<file path="config.mk">
export PLATFORM = sky130hd
export DESIGN_NAME = scps_core
export DESIGN_NICKNAME = d
export VERILOG_FILES = /design/src/core/scps_pkg.sv /design/src/core/scps_prescale.sv /design/src/core/scps_core.sv
export SDC_FILE = /design/constraint.sdc
export NUM_CORES = 1
export LEC_CHECK = 0
export BUFFER_PORTS_ARGS = -buffer_cell sky130_fd_sc_hd__buf_2
export CORE_ASPECT_RATIO = 0.7
export CORE_UTILIZATION = 51
export CTS_BUF_LIST = sky130_fd_sc_hd__clkbuf_16
export DETAILED_ROUTE_END_ITERATION = 8
export GPL_TIMING_DRIVEN = 0
export PLACE_DENSITY = 0.84
export SLEW_MARGIN = 20
export SYNTH_ARGS = -nofsm -noshare
export SYNTH_HDL_FRONTEND = slang
export SYNTH_SLANG_ARGS = --single-unit
export TNS_END_PERCENT = 5
</file>
<file path="constraint.sdc">
create_clock -name pclk -period 3.2 [get_ports pclk]
set_clock_uncertainty 0.05 [all_clocks]
set_input_delay 0.64 -clock pclk [delete_from_list [all_inputs] [get_ports pclk]]
set_output_delay 0.64 -clock pclk [all_outputs]
set_load 0.03 [all_outputs]
</file>
<file path="src/core/scps_pkg.sv">
// constants and types shared by the system clock pwm generator
package scps_pkg;

	//////////////////////////////////////////////////////////////////////
	// register byte offsets on the apb
	localparam logic [7:0] SCPS_OFF_ROLE   = 8'h00;
	localparam logic [7:0] SCPS_OFF_TIMER  = 8'h04;
	localparam logic [7:0] SCPS_OFF_LIMIT  = 8'h08;
	localparam logic [7:0] SCPS_OFF_DUTY   = 8'h0c;
	localparam logic [7:0] SCPS_OFF_PHASE  = 8'h10;
	localparam logic [7:0] SCPS_OFF_STATUS = 8'h14;

	//////////////////////////////////////////////////////////////////////
	// values after reset
	localparam logic [7:0] SCPS_RST_ROLE  = 8'h00;
	localparam logic [7:0] SCPS_RST_TIMER = 8'h00;
	localparam logic [7:0] SCPS_RST_LIMIT = 8'h00;
	localparam logic [7:0] SCPS_RST_DUTY  = 8'h00;
	localparam logic [7:0] SCPS_RST_PHASE = 8'h00;

	//////////////////////////////////////////////////////////////////////
	// field positions
	localparam int SCPS_ROLE_LSB = 6;
	localparam int SCPS_RUN_BIT  = 2;
	localparam int SCPS_PS_LSB   = 0;
	localparam int SCPS_ST_DUTY  = 8;
	localparam int SCPS_ST_PHASE = 16;
	localparam int SCPS_ST_CLK   = 24;
	localparam int SCPS_ST_ALIGN = 25;

	// sync_role_select codes
	localparam logic [1:0] SCPS_ROLE_ALONE  = 2'h0;
	localparam logic [1:0] SCPS_ROLE_MASTER = 2'h1;
	localparam logic [1:0] SCPS_ROLE_SLAVE  = 2'h2;

	// counter_prescale_select codes and last prescaler counts
	localparam logic [1:0] SCPS_PS_DIV1 = 2'h0;
	localparam logic [1:0] SCPS_PS_DIV4 = 2'h1;
	localparam logic [3:0] SCPS_LAST_DIV1  = 4'h0;
	localparam logic [3:0] SCPS_LAST_DIV4  = 4'h3;
	localparam logic [3:0] SCPS_LAST_DIV16 = 4'hf;

	typedef enum logic [1:0] {
		SCPS_FREE  = 2'b01,
		SCPS_ALIGN = 2'b10
	} scps_align_t;

endpackage

</file>
<file path="src/core/scps_prescale.sv">
// period counter prescaler: one tick every 1, 4 or 16 clocks
`timescale 1ns/1ps
module scps_prescale (
	input  wire logic       pclk,
	input  wire logic       presetn,
	input  wire logic       run,
	input  wire logic [1:0] sel,
	output logic            tick
);

	typedef struct packed {
		logic [3:0] cnt;
	} scps_ps_state_t;

	scps_ps_state_t st_r;
	scps_ps_state_t st_nxt;
	logic [3:0]     last;

	//////////////////////////////////////////////////////////////////////
	always_comb begin
		st_nxt = st_r;
		case (sel)
			scps_pkg::SCPS_PS_DIV1: last = scps_pkg::SCPS_LAST_DIV1;
			scps_pkg::SCPS_PS_DIV4: last = scps_pkg::SCPS_LAST_DIV4;
			default:                last = scps_pkg::SCPS_LAST_DIV16;
		endcase
		// >= covers a select change that leaves cnt beyond the new end
		tick = run && (st_r.cnt >= last);
		if (run) begin
			st_nxt.cnt = tick ? 4'h0 : st_r.cnt + 4'h1;
		end
	end

	always_ff @(posedge pclk or negedge presetn) begin
		if (!presetn) begin
			st_r <= '0;
		end else begin
			st_r <= st_nxt;
		end
	end

	//////////////////////////////////////////////////////////////////////
	a_div16_gap: assert property (@(posedge pclk) disable iff (!presetn)
		(tick && run && sel == 2'h2) ##1 (run && sel == 2'h2)[*8] |-> !tick)
		else $error("prescaler ticked early at divide by 16");

	a_stop_hold: assert property (@(posedge pclk) disable iff (!presetn)
		!run |-> !tick ##1 $stable(st_r.cnt))
		else $error("prescaler moved while stopped");

endmodule

</file>
<file path="src/core/scps_core.sv">
// system clock pwm generator with master/slave sync and apb registers
//
// Design decisions made here: register access over APB and the placing of the registers.
`timescale 1ns/1ps

//////////////////////////////////////////////////////////////////////////////
module scps_core (
	input  wire logic        pclk,
	input  wire logic        presetn,
	input  wire logic        psel,
	input  wire logic        penable,
	input  wire logic        pwrite,
	input  wire logic [7:0]  paddr,
	input  wire logic [31:0] pwdata,
	output logic [31:0]      prdata,
	output logic             pready,
	output logic             pslverr,
	input  wire logic        sleep,
	input  wire logic        sync_pin_in,
	output logic             sync_pin_out,
	output logic             sync_pin_oe_n,
	output logic             clock_out_pin
);

	typedef struct packed {
		logic [7:0]            sync_role_control;
		logic [7:0]            period_timer_control;
		logic [7:0]            period_limit;
		logic [7:0]            duty_buffer;
		logic [7:0]            phase_buffer;
		logic [7:0]            period_counter;
		logic [7:0]            duty_active;
		logic [7:0]            phase_active;
		logic [7:0]            phase_left;
		scps_pkg::scps_align_t align;
		logic                  clk_out;
		logic                  sync_s1;
		logic                  sync_s2;
		logic                  sync_s3;
		logic [31:0]           rdata;
	} scps_state_t;

	scps_state_t st_r;
	scps_state_t st_nxt;

	logic [1:0]  sync_role_select;
	logic        counter_run;
	logic [1:0]  counter_prescale_select;
	logic        run;
	logic        tick;
	logic        match;
	logic        master_edge;
	logic        load_evt;
	logic        mapped;
	logic        wr_en;
	logic [31:0] rd_mux;

	assign sync_role_select =
		st_r.sync_role_control[scps_pkg::SCPS_ROLE_LSB +: 2];
	assign counter_run =
		st_r.period_timer_control[scps_pkg::SCPS_RUN_BIT];
	assign counter_prescale_select =
		st_r.period_timer_control[scps_pkg::SCPS_PS_LSB +: 2];
	// sleep stops the time base without touching any setting
	assign run = counter_run && !sleep;

	//////////////////////////////////////////////////////////////////////
	scps_prescale u_prescale (
		.pclk    (pclk),
		.presetn (presetn),
		.run     (run),
		.sel     (counter_prescale_select),
		.tick    (tick)
	);

	assign match = tick && (st_r.period_counter == st_r.period_limit);
	// only the synchronised copy is edge-detected
	assign master_edge = st_r.sync_s2 && !st_r.sync_s3 && !sleep
		&& (sync_role_select == scps_pkg::SCPS_ROLE_SLAVE);
	assign load_evt = match || master_edge;

	//////////////////////////////////////////////////////////////////////
	// apb slave: no wait states, read data captured in the setup cycle
	assign pready = 1'b1;
	assign mapped = (paddr[1:0] == 2'h0)
		&& (paddr <= scps_pkg::SCPS_OFF_STATUS);
	assign pslverr = psel && penable && !mapped;
	assign wr_en = psel && penable && pwrite && mapped;
	assign prdata = st_r.rdata;

	always_comb begin
		rd_mux = 32'h0000_0000;
		case (paddr)
			scps_pkg::SCPS_OFF_ROLE: begin
				rd_mux[7:0] = st_r.sync_role_control;
			end
			scps_pkg::SCPS_OFF_TIMER: begin
				rd_mux[7:0] = st_r.period_timer_control;
			end
			scps_pkg::SCPS_OFF_LIMIT: begin
				rd_mux[7:0] = st_r.period_limit;
			end
			scps_pkg::SCPS_OFF_DUTY: begin
				rd_mux[7:0] = st_r.duty_buffer;
			end
			scps_pkg::SCPS_OFF_PHASE: begin
				rd_mux[7:0] = st_r.phase_buffer;
			end
			scps_pkg::SCPS_OFF_STATUS: begin
				rd_mux[7:0] = st_r.period_counter;
				rd_mux[scps_pkg::SCPS_ST_DUTY +: 8] = st_r.duty_active;
				rd_mux[scps_pkg::SCPS_ST_PHASE +: 8] = st_r.phase_active;
				rd_mux[scps_pkg::SCPS_ST_CLK] = st_r.clk_out;
				rd_mux[scps_pkg::SCPS_ST_ALIGN] =
					(st_r.align == scps_pkg::SCPS_ALIGN);
			end
			default: begin
				rd_mux = 32'h0000_0000;
			end
		endcase
	end

	//////////////////////////////////////////////////////////////////////
	always_comb begin
		st_nxt = st_r;
		st_nxt.sync_s1 = sync_pin_in;
		st_nxt.sync_s2 = st_r.sync_s1;
		st_nxt.sync_s3 = st_r.sync_s2;
		if (psel && !penable) begin
			st_nxt.rdata = rd_mux;
		end
		// buffers accept writes at any time, even in sleep
		if (wr_en) begin
			case (paddr)
				scps_pkg::SCPS_OFF_ROLE: begin
					st_nxt.sync_role_control = pwdata[7:0] & 8'hc8;
				end
				scps_pkg::SCPS_OFF_TIMER: begin
					st_nxt.period_timer_control = pwdata[7:0] & 8'h07;
				end
				scps_pkg::SCPS_OFF_LIMIT: begin
					st_nxt.period_limit = pwdata[7:0];
				end
				scps_pkg::SCPS_OFF_DUTY: begin
					st_nxt.duty_buffer = pwdata[7:0];
				end
				scps_pkg::SCPS_OFF_PHASE: begin
					st_nxt.phase_buffer = pwdata[7:0];
				end
				default: begin
					st_nxt.rdata = st_r.rdata;
				end
			endcase
		end
		// pwm time base; there is no capture path at all
		if (tick) begin
			if (match) begin
				st_nxt.period_counter = 8'h00;
			end else begin
				st_nxt.period_counter = st_r.period_counter + 8'h01;
			end
		end
		// the active duty changes only here, never per cycle by software
		if (load_evt) begin
			st_nxt.duty_active = st_r.duty_buffer;
			st_nxt.phase_active = st_r.phase_buffer;
		end
		// slave start point trails the master edge by phase ticks
		if (master_edge) begin
			if (st_r.phase_buffer == 8'h00) begin
				st_nxt.period_counter = 8'h00;
				st_nxt.align = scps_pkg::SCPS_FREE;
			end else begin
				st_nxt.phase_left = st_r.phase_buffer;
				st_nxt.align = scps_pkg::SCPS_ALIGN;
			end
		end else begin
			case (st_r.align)
				scps_pkg::SCPS_FREE: begin
					st_nxt.align = scps_pkg::SCPS_FREE;
				end
				scps_pkg::SCPS_ALIGN: begin
					if (tick) begin
						if (st_r.phase_left == 8'h01) begin
							st_nxt.period_counter = 8'h00;
							st_nxt.align = scps_pkg::SCPS_FREE;
						end else begin
							st_nxt.phase_left = st_r.phase_left - 8'h01;
						end
					end
				end
				default: begin
					st_nxt.align = scps_pkg::SCPS_FREE;
				end
			endcase
		end
		// output level follows the new count; frozen while not running
		if (run) begin
			st_nxt.clk_out =
				(st_nxt.period_counter < st_nxt.duty_active);
		end
	end

	always_ff @(posedge pclk or negedge presetn) begin
		if (!presetn) begin
			st_r <= '0;
			st_r.sync_role_control <= scps_pkg::SCPS_RST_ROLE;
			st_r.period_timer_control <= scps_pkg::SCPS_RST_TIMER;
			st_r.period_limit <= scps_pkg::SCPS_RST_LIMIT;
			st_r.duty_buffer <= scps_pkg::SCPS_RST_DUTY;
			st_r.phase_buffer <= scps_pkg::SCPS_RST_PHASE;
			st_r.align <= scps_pkg::SCPS_FREE;
		end else begin
			st_r <= st_nxt;
		end
	end

	//////////////////////////////////////////////////////////////////////
	// the pwm wave is the system clock, also driven out by a master
	assign clock_out_pin = st_r.clk_out;
	assign sync_pin_out = st_r.clk_out;
	assign sync_pin_oe_n =
		(sync_role_select != scps_pkg::SCPS_ROLE_MASTER);

	//////////////////////////////////////////////////////////////////////
	a_match_wrap: assert property (@(posedge pclk)
		disable iff (!presetn)
		match && !master_edge |=> st_r.period_counter == 8'h00)
		else $error("counter not cleared after limit match");

	a_duty_load: assert property (@(posedge pclk)
		disable iff (!presetn)
		match |=> st_r.duty_active == $past(st_r.duty_buffer))
		else $error("duty not loaded on match");

	a_duty_hold: assert property (@(posedge pclk)
		disable iff (!presetn)
		!load_evt |=> $stable(st_r.duty_active))
		else $error("active duty changed without load event");

	a_count_step: assert property (@(posedge pclk)
		disable iff (!presetn)
		tick && !match && st_r.align == scps_pkg::SCPS_FREE && !master_edge
		|=> st_r.period_counter == $past(st_r.period_counter) + 8'h01)
		else $error("counter did not advance by one");

	a_sleep_freeze: assert property (@(posedge pclk)
		disable iff (!presetn)
		sleep |=> $stable(st_r.period_counter) && $stable(clock_out_pin)
			&& $stable(st_r.duty_active))
		else $error("state moved during sleep");

	a_out_level: assert property (@(posedge pclk)
		disable iff (!presetn)
		run |=> clock_out_pin ==
			(st_r.period_counter < st_r.duty_active))
		else $error("output level disagrees with count and duty");

	a_master_drive: assert property (@(posedge pclk)
		disable iff (!presetn)
		sync_role_select == scps_pkg::SCPS_ROLE_MASTER
		|-> !sync_pin_oe_n && sync_pin_out == clock_out_pin)
		else $error("master not driving sync pin");

	a_slave_load: assert property (@(posedge pclk)
		disable iff (!presetn)
		master_edge |=> st_r.phase_active == $past(st_r.phase_buffer)
			&& st_r.duty_active == $past(st_r.duty_buffer))
		else $error("sync edge did not load buffers");

	a_no_run_hold: assert property (@(posedge pclk)
		disable iff (!presetn)
		!counter_run && !master_edge && st_r.align == scps_pkg::SCPS_FREE
		|=> $stable(st_r.period_counter))
		else $error("counter advanced without run bit");

	// the slave period restarts on the last tick of the phase offset
	a_align_restart: assert property (@(posedge pclk)
		disable iff (!presetn)
		st_r.align == scps_pkg::SCPS_ALIGN && tick && !master_edge
		&& st_r.phase_left == 8'h01 |=> st_r.period_counter == 8'h00)
		else $error("slave did not restart after phase offset");

	c_match: cover property (@(posedge pclk) disable iff (!presetn)
		match && counter_prescale_select == scps_pkg::SCPS_PS_DIV4);
	c_slave_edge: cover property (@(posedge pclk) disable iff (!presetn)
		master_edge && st_r.phase_buffer != 8'h00);
	c_align_done: cover property (@(posedge pclk) disable iff (!presetn)
		st_r.align == scps_pkg::SCPS_ALIGN ##1
		st_r.align == scps_pkg::SCPS_FREE);
	c_sleep_wake: cover property (@(posedge pclk) disable iff (!presetn)
		counter_run && sleep ##1 !sleep);
	c_master_role: cover property (@(posedge pclk) disable iff (!presetn)
		sync_role_select == scps_pkg::SCPS_ROLE_MASTER && match);

endmodule

</file>
==> Yosys cells after proc, flatten, opt, wreduce, memory -nomap -nowiden <==
Cells that the tools add are included.
{ "word_totals": {"ff_bits": 104, "input_bits": 47, "output_inout_bits": 37} }
{ "op_classes": {"n_mux": 23, "n_lt_le_gt_ge": 3, "addsub": 3, "eq_ne": 16, "reduce_logical": 31} }
{ "op_table": {"columns": ["operator", "count"], "rows": [
  ["two-way mux 32 bit", 3],
  ["two-way mux 8 bit", 10],
  ["one-hot mux 8 bit (6 select lines)", 1],
  ["two-way mux 10 bit", 2],
  ["two-way mux 18 bit", 1],
  ["== test 8 x 4 -> 1 bit, second input constant", 2],
  ["== test 8 x 5 -> 1 bit, second input constant", 2],
  ["logical NOT 8 bit", 2],
  ["two-way mux 16 bit", 1],
  ["logical AND 1 bit", 12],
  ["AND reduction 2 bit", 6],
  ["adder 8 x 1 -> 8 bit, second input constant", 1],
  ["== test 8 x 1 -> 1 bit, second input constant", 1],
  ["== test 8 x 3 -> 1 bit, second input constant", 1],
  ["== test 8 bit", 1],
  ["less-or-equal comparator 8 x 5 -> 1 bit, second input constant", 1],
  ["< comparator 8 bit", 1],
  ["one-hot mux 4 bit (2 select lines)", 1],
  ["subtractor 8 x 1 -> 8 bit, second input constant", 1],
  ["two-way mux 2 bit", 3],
  ["!= test 2 bit, second input constant", 3],
  ["OR reduction 5 bit", 1],
  ["adder 4 x 1 -> 4 bit, second input constant", 1],
  ["== test 2 bit, second input constant", 2],
  ["11 further kinds", 16]
]} }

==> Logic depth before layout (Yosys ltp) <==
{ "depth": {"depth_word": 12, "depth_mapped": 15, "mapped_depth_nobuf": 15} }

==> Cells and area by module <==
From an unflattened synthesis, not the netlist that was laid out.
{ "unflattened": {"cells_unflattened": 487, "hier_area_um2": 5208.7} }
{ "by_module_without_submodules": {"columns": ["mod", "seq_area_each_um2", "instances", "cells_per_inst", "area_each_um2"], "rows": [
  ["scps_core", 2353.5, 1, 454, 4901.0],
  ["scps_prescale", 100.1, 1, 33, 307.8]
]} }

==> Worst setup path before layout <==
Ideal clock, no wire load.
{ "synth_timing": {"kind": "flip-flop to flip-flop", "startpoint": "register st_r (netlist bit counter_prescale_select[1])", "endpoint": "register st_r (netlist bit clock_out_pin)", "path_buffers": 1, "arrival_time_ns": 3.219, "period_less_slack_ns": 3.346, "stages_incl_launch_ff": 15, "setup_time_ns": 0.077, "path_slack_ns": -0.146, "t_required_ns": 3.073, "path_cell_list": "dfrtp_1 -> or2_2 -> ha_1 -> nor2b_1 -> o21a_1 -> nor3_2 -> a21oi_1 -> buf_4 -> mux2i_1 -> ha_1 -> a21o_1 -> a22o_1 -> o31ai_1 -> o21ai_0 -> a21oi_1"} }
{ "synth_via": {"elab_chain_cells": 12, "elab_cells_between_ends": 16, "cone_classes": "2 x order compare; 1 x eq/ne; 9 x mux; 4 x reduce/logical"} }
{ "synth_lines": {"columns": ["item", "line", "text"], "rows": [
  ["start, declared", "scps_core.sv:43", "scps_state_t st_r;"],
  ["start signal, assigned", "scps_core.sv:214", "st_r <= st_nxt;"],
  ["== test 2 x 1 -> 1 bit / logical NOT 2 bit (equally long branches)", "scps_prescale.sv:22", "case (sel)"],
  ["one-hot mux 4 bit (2 select lines) *", "scps_prescale.sv:22", null],
  ["greater-or-equal comparator 4 bit *", "scps_prescale.sv:28", "tick = run && (st_r.cnt >= last);"],
  ["logical AND 1 bit *", "scps_prescale.sv:28", null],
  ["logical AND 1 bit", "scps_core.sv:76", "assign match = tick && (st_r.period_counter == st_r.period_limit);"],
  ["two-way mux 8 bit", "scps_core.sv:157", "if (match) begin"],
  ["two-way mux 8 bit", "scps_core.sv:156", "if (tick) begin"],
  ["two-way mux 8 bit", "scps_core.sv:184", "if (st_r.phase_left == 8'h01) begin"],
  ["two-way mux 8 bit", "scps_core.sv:183", "if (tick) begin"],
  ["two-way mux 8 bit", "scps_core.sv:178", "case (st_r.align)"],
  ["two-way mux 8 bit", "scps_core.sv:169", "if (master_edge) begin"],
  ["< comparator 8 bit *", "scps_core.sv:200", "(st_nxt.period_counter < st_nxt.duty_active);"]
]} }
Every way passes the cells marked *; elsewhere a longest branch is shown, timed or not.
A chain may end at the register's enable or synchronous reset.

==> metrics.cfg <==
[worst_setup_path]
r2r-end = clock_out_pin$_DFFE_PN0P_
worstRegToRegCells = 14
cp-start-kind = register
slowest_delay_ns = 0.40
crit_family = compound AO/OA/AOI/OAI gates
worst-path-buf-inv = 0
crit_path_frequent_cell = ha_4
worstPathCellList = or2_4 > ha_4 > nor2b_4 > o21a_4 > nor3_4 > nand4_1 > xor2_1 > nor2_2 > ha_4 > a21o_1 > a22o_1 > o31ai_1 > o21ai_1 > a21oi_1
crit_type = reg2reg
crit_path_end_kind = register
r2r_start = counter_prescale_select[0]$_DFFE_PN0P_
arrival_ns = 3.49
required_ns = 3.43
worstPathMaxFanout = 5
reg2reg_setup_slack_ns = -0.07
crit_path_top_delay_cell = dfrtp_1

[synth]
async_reset_ff_frac = 1.00
syn_area_sq_um = 5190
synth.area.top_cells = dfrtp_1 (47%), buf_4 (5.4%), mux2_2 (5.0%)
synth.avg_cell_area_sq_um = 10.6
synth_flop_cell = dfrtp_1
yosysWarnings = 0
synth_seq_area_share = 0.473
synth_edf_count = 0
syn_inst = 488
yosysTopAreaCell = dfrtp_1
ys_ff_latch = 98
yosys.area.top_type_share = 0.468
post_synth_num_cell_types = 61

[clock_tree]
cts_tree = built
hold_buffers = 0
h-tree-depth = 3
cts_max_path_buffers = 2
cts_made_buffers = 9
clkTransAtPathRegs_ns = 0.06
root_buffer = clkbuf_16
clock_sinks = 98
clock_latency_ns = 0.35

[placement]
placed_area_sq_um = 5660
hpwl_microns = 8990
portBuffers = 51
gp_congestion = 0.877

[grt]
grt.overflow.total = 0
grt_pass1_vias = 3892
track_usage = 0.255
grt_max_degree = 52
grt_antenna_before_repair = 0
grt_pass1_wl_microns = 20100

[layout]
layout.nets = 629
layout_commonest_cell = dfrtp_1
final_area_sq_um = 6160
final_cell_mix = dfrtp_1 (97), nand2_1 (65), buf_2 (53)
fill_cells = 755
drive_above_1_share = 0.331
n_antenna_cell = 0
ff_latch_area_sq_um = 2450
syn2layout_area_growth_pct = 18.8
final_core_util = 0.629
multi_input_area_sq_um = 2460

[run]
maxCapViolCount = 0

[detailed_routing]
avgRoutedWirePerCell_microns = 17.9
vias = 3986
drt_iter0_markers = 306
drc = 0
final_antenna_net_count = 0
firstDrtPassIters = 5
via_per_inst = 5.70
postRouteWirelength_microns = 12500

[worst_hold_path]
hold_class = in2async

[timing]
relSlewSlack = 0.563
tns_ns = -0.0652
finalHoldViolations = 0
slew_viol_final = 0
postLayoutSetupSlackWorst_ns = -0.0652
fmax_mhz = 306
period_minus_slack_ns = 3.27
tightest_slew_ns = 0.648
finalCritPeriodShare = 1.02
rsz0062_at_grt = yes
setup_viol = 1
finalHoldWorstSlack_ns = 0.169

[power_and_ir_drop]
power_mw = 2.37
p_per_area_nw_per_um2 = 384
combPwrFrac = 0.040
seqPwrFrac = 0.525
irDropWorstVdd_mv = 0.288
p_switching_mw = 0.508
clkPwrFrac = 0.435
p_int_mw = 1.86
p_leak_nw = 3.18
swShare = 0.215

[floorplan]
start_util = 0.530
die_h_microns = 86.4
io_pins = 84
coreArea_sq_um = 9800
die-area_sq_um = 10600
die_w_microns = 123
rows = 30

[outcome]
violations = setup timing
status = finished with violations

-- logic make-up (layout without fill, tap and decap cells) --
group	count (synthesis)	count (layout)	synth area share
and+or+nand+nor	146	146	0.149
DFF	98	98	0.473
AOI/OAI and AO/OA	96	96	0.121
buffers and inverters	70	148	0.0842
muxes	47	47	0.112
adders and majority gates	15	15	0.0362
xor gates and xnor gates	14	14	0.0236
other	2	7	0.00145
-- worst reg2reg max path, delay by kind of cell, from the launching register on --
family | cells | cell delay, ns
flops | 1 | 0.40
simple gates | 5 | 1.00
fa+ha+maj | 2 | 0.52
xor+xnor | 1 | 0.17
compound gates | 6 | 1.07
-- layout make-up --
type                            count  area share
Buffer                             54      0.0623
Clock buffer                        9      0.0365
Clock inverter                      6     0.00832
Inverter                           16     0.00975
Multi-Input combinational cell    325       0.399
Sequential cell                    98       0.398
Tap cell                          128      0.0260
Timing Repair Buffer               63      0.0603
-- state kept, by name, indices dropped and copies added, names as in the netlist --
signal,count
u_prescale.st_r,4
prdata,26
clock_out_pin,1
st_r,62
counter_prescale_select,2
counter_run,1
st_nxt,2
-- cells in the mapped netlist (2+ instances only) --
master,instances
mux2_2,23
nand2_1,65
buf_2,3
nand2b_1,8
xor2_1,12
and2_1,3
buf_8,2
or4_1,3
mux2_4,16
o21ai_1,6
nor2b_1,5
a222oi_1,3
conb_1,2
clkbuf_1,10
nand4_1,3
a22oi_1,6
nor2_1,16
a21o_1,5
inv_1,16
o31ai_1,2
a221oi_1,5
nand3_1,9
or2_2,5
and2_4,2
a22o_1,6
o211ai_1,2
ha_1,15
nor4b_2,2
nor3_1,5
a21oi_1,14
and3_1,4
dfrtp_1,97
mux2i_1,8
nor4_1,6
xnor2_1,2
o21ai_0,36
buf_4,37
-- routing by layer --
layer / wire [microns] / global-route usage / share of wire
met4: 225 / 0.0854 / 0.018
met5: 0 / 0 / 0
met2: 5700 / 0.380 / 0.46
met3: 913 / 0.0572 / 0.073
met1: 5650 / 0.368 / 0.45
-- how the worst max path moves through the flow --
stage / startpoint / to / slack (ns) / cells past startpoint
final: counter_prescale_select[0]$_DFFE_PN0P_ / clock_out_pin$_DFFE_PN0P_ / -0.07 / 14
after global routing: st_r[41]$_DFFE_PN0P_ / clock_out_pin$_DFFE_PN0P_ / -0.19 / 12
after CTS: counter_prescale_select[1]$_DFFE_PN0P_ / clock_out_pin$_DFFE_PN0P_ / 0.003 / 14
after detailed placement: counter_prescale_select[1]$_DFFE_PN0P_ / clock_out_pin$_DFFE_PN0P_ / -0.55 / 14
after global placement: counter_prescale_select[1]$_DFFE_PN0P_ / clock_out_pin$_DFFE_PN0P_ / -0.41 / 14
after floorplan: counter_prescale_select[1]$_DFFE_PN0P_ / clock_out_pin$_DFFE_PN0P_ / 0.005 / 14
-- power groups by stage --
stage	combinational, mW	sequential (mW)	clock (mW)
final	0.0944	1.24	1.03
after global routing	0.105	1.24	1.09
after CTS	0.0949	1.24	1.04
after detailed placement	0.0947	1.26	0
after floorplan	0.0379	1.26	0
after global placement	0.0870	1.26	0
-- through the flow --
| stage | std cells | setup WS [ns] |
|---|---|---|
| 6_report | 699 | -0.0652 |
| 3_3_place_gp | 672 | -0.408 |
| 3_5_place_dp | 673 | -0.553 |
| 4_1_cts | 695 | 0.00288 |
| 2_1_floorplan | 493 | 0.00454 |
| 5_1_grt | 699 | -0.194 |
-- what timing repair did --
item | in CTS | in global routing
buffers inserted | 7 | 4
gates resized for setup | 17 | 7
endpoints found under the setup margin | 1 | 1
pin swaps | 8 | 13
Note: power is estimated with default switching activity, not from simulation.
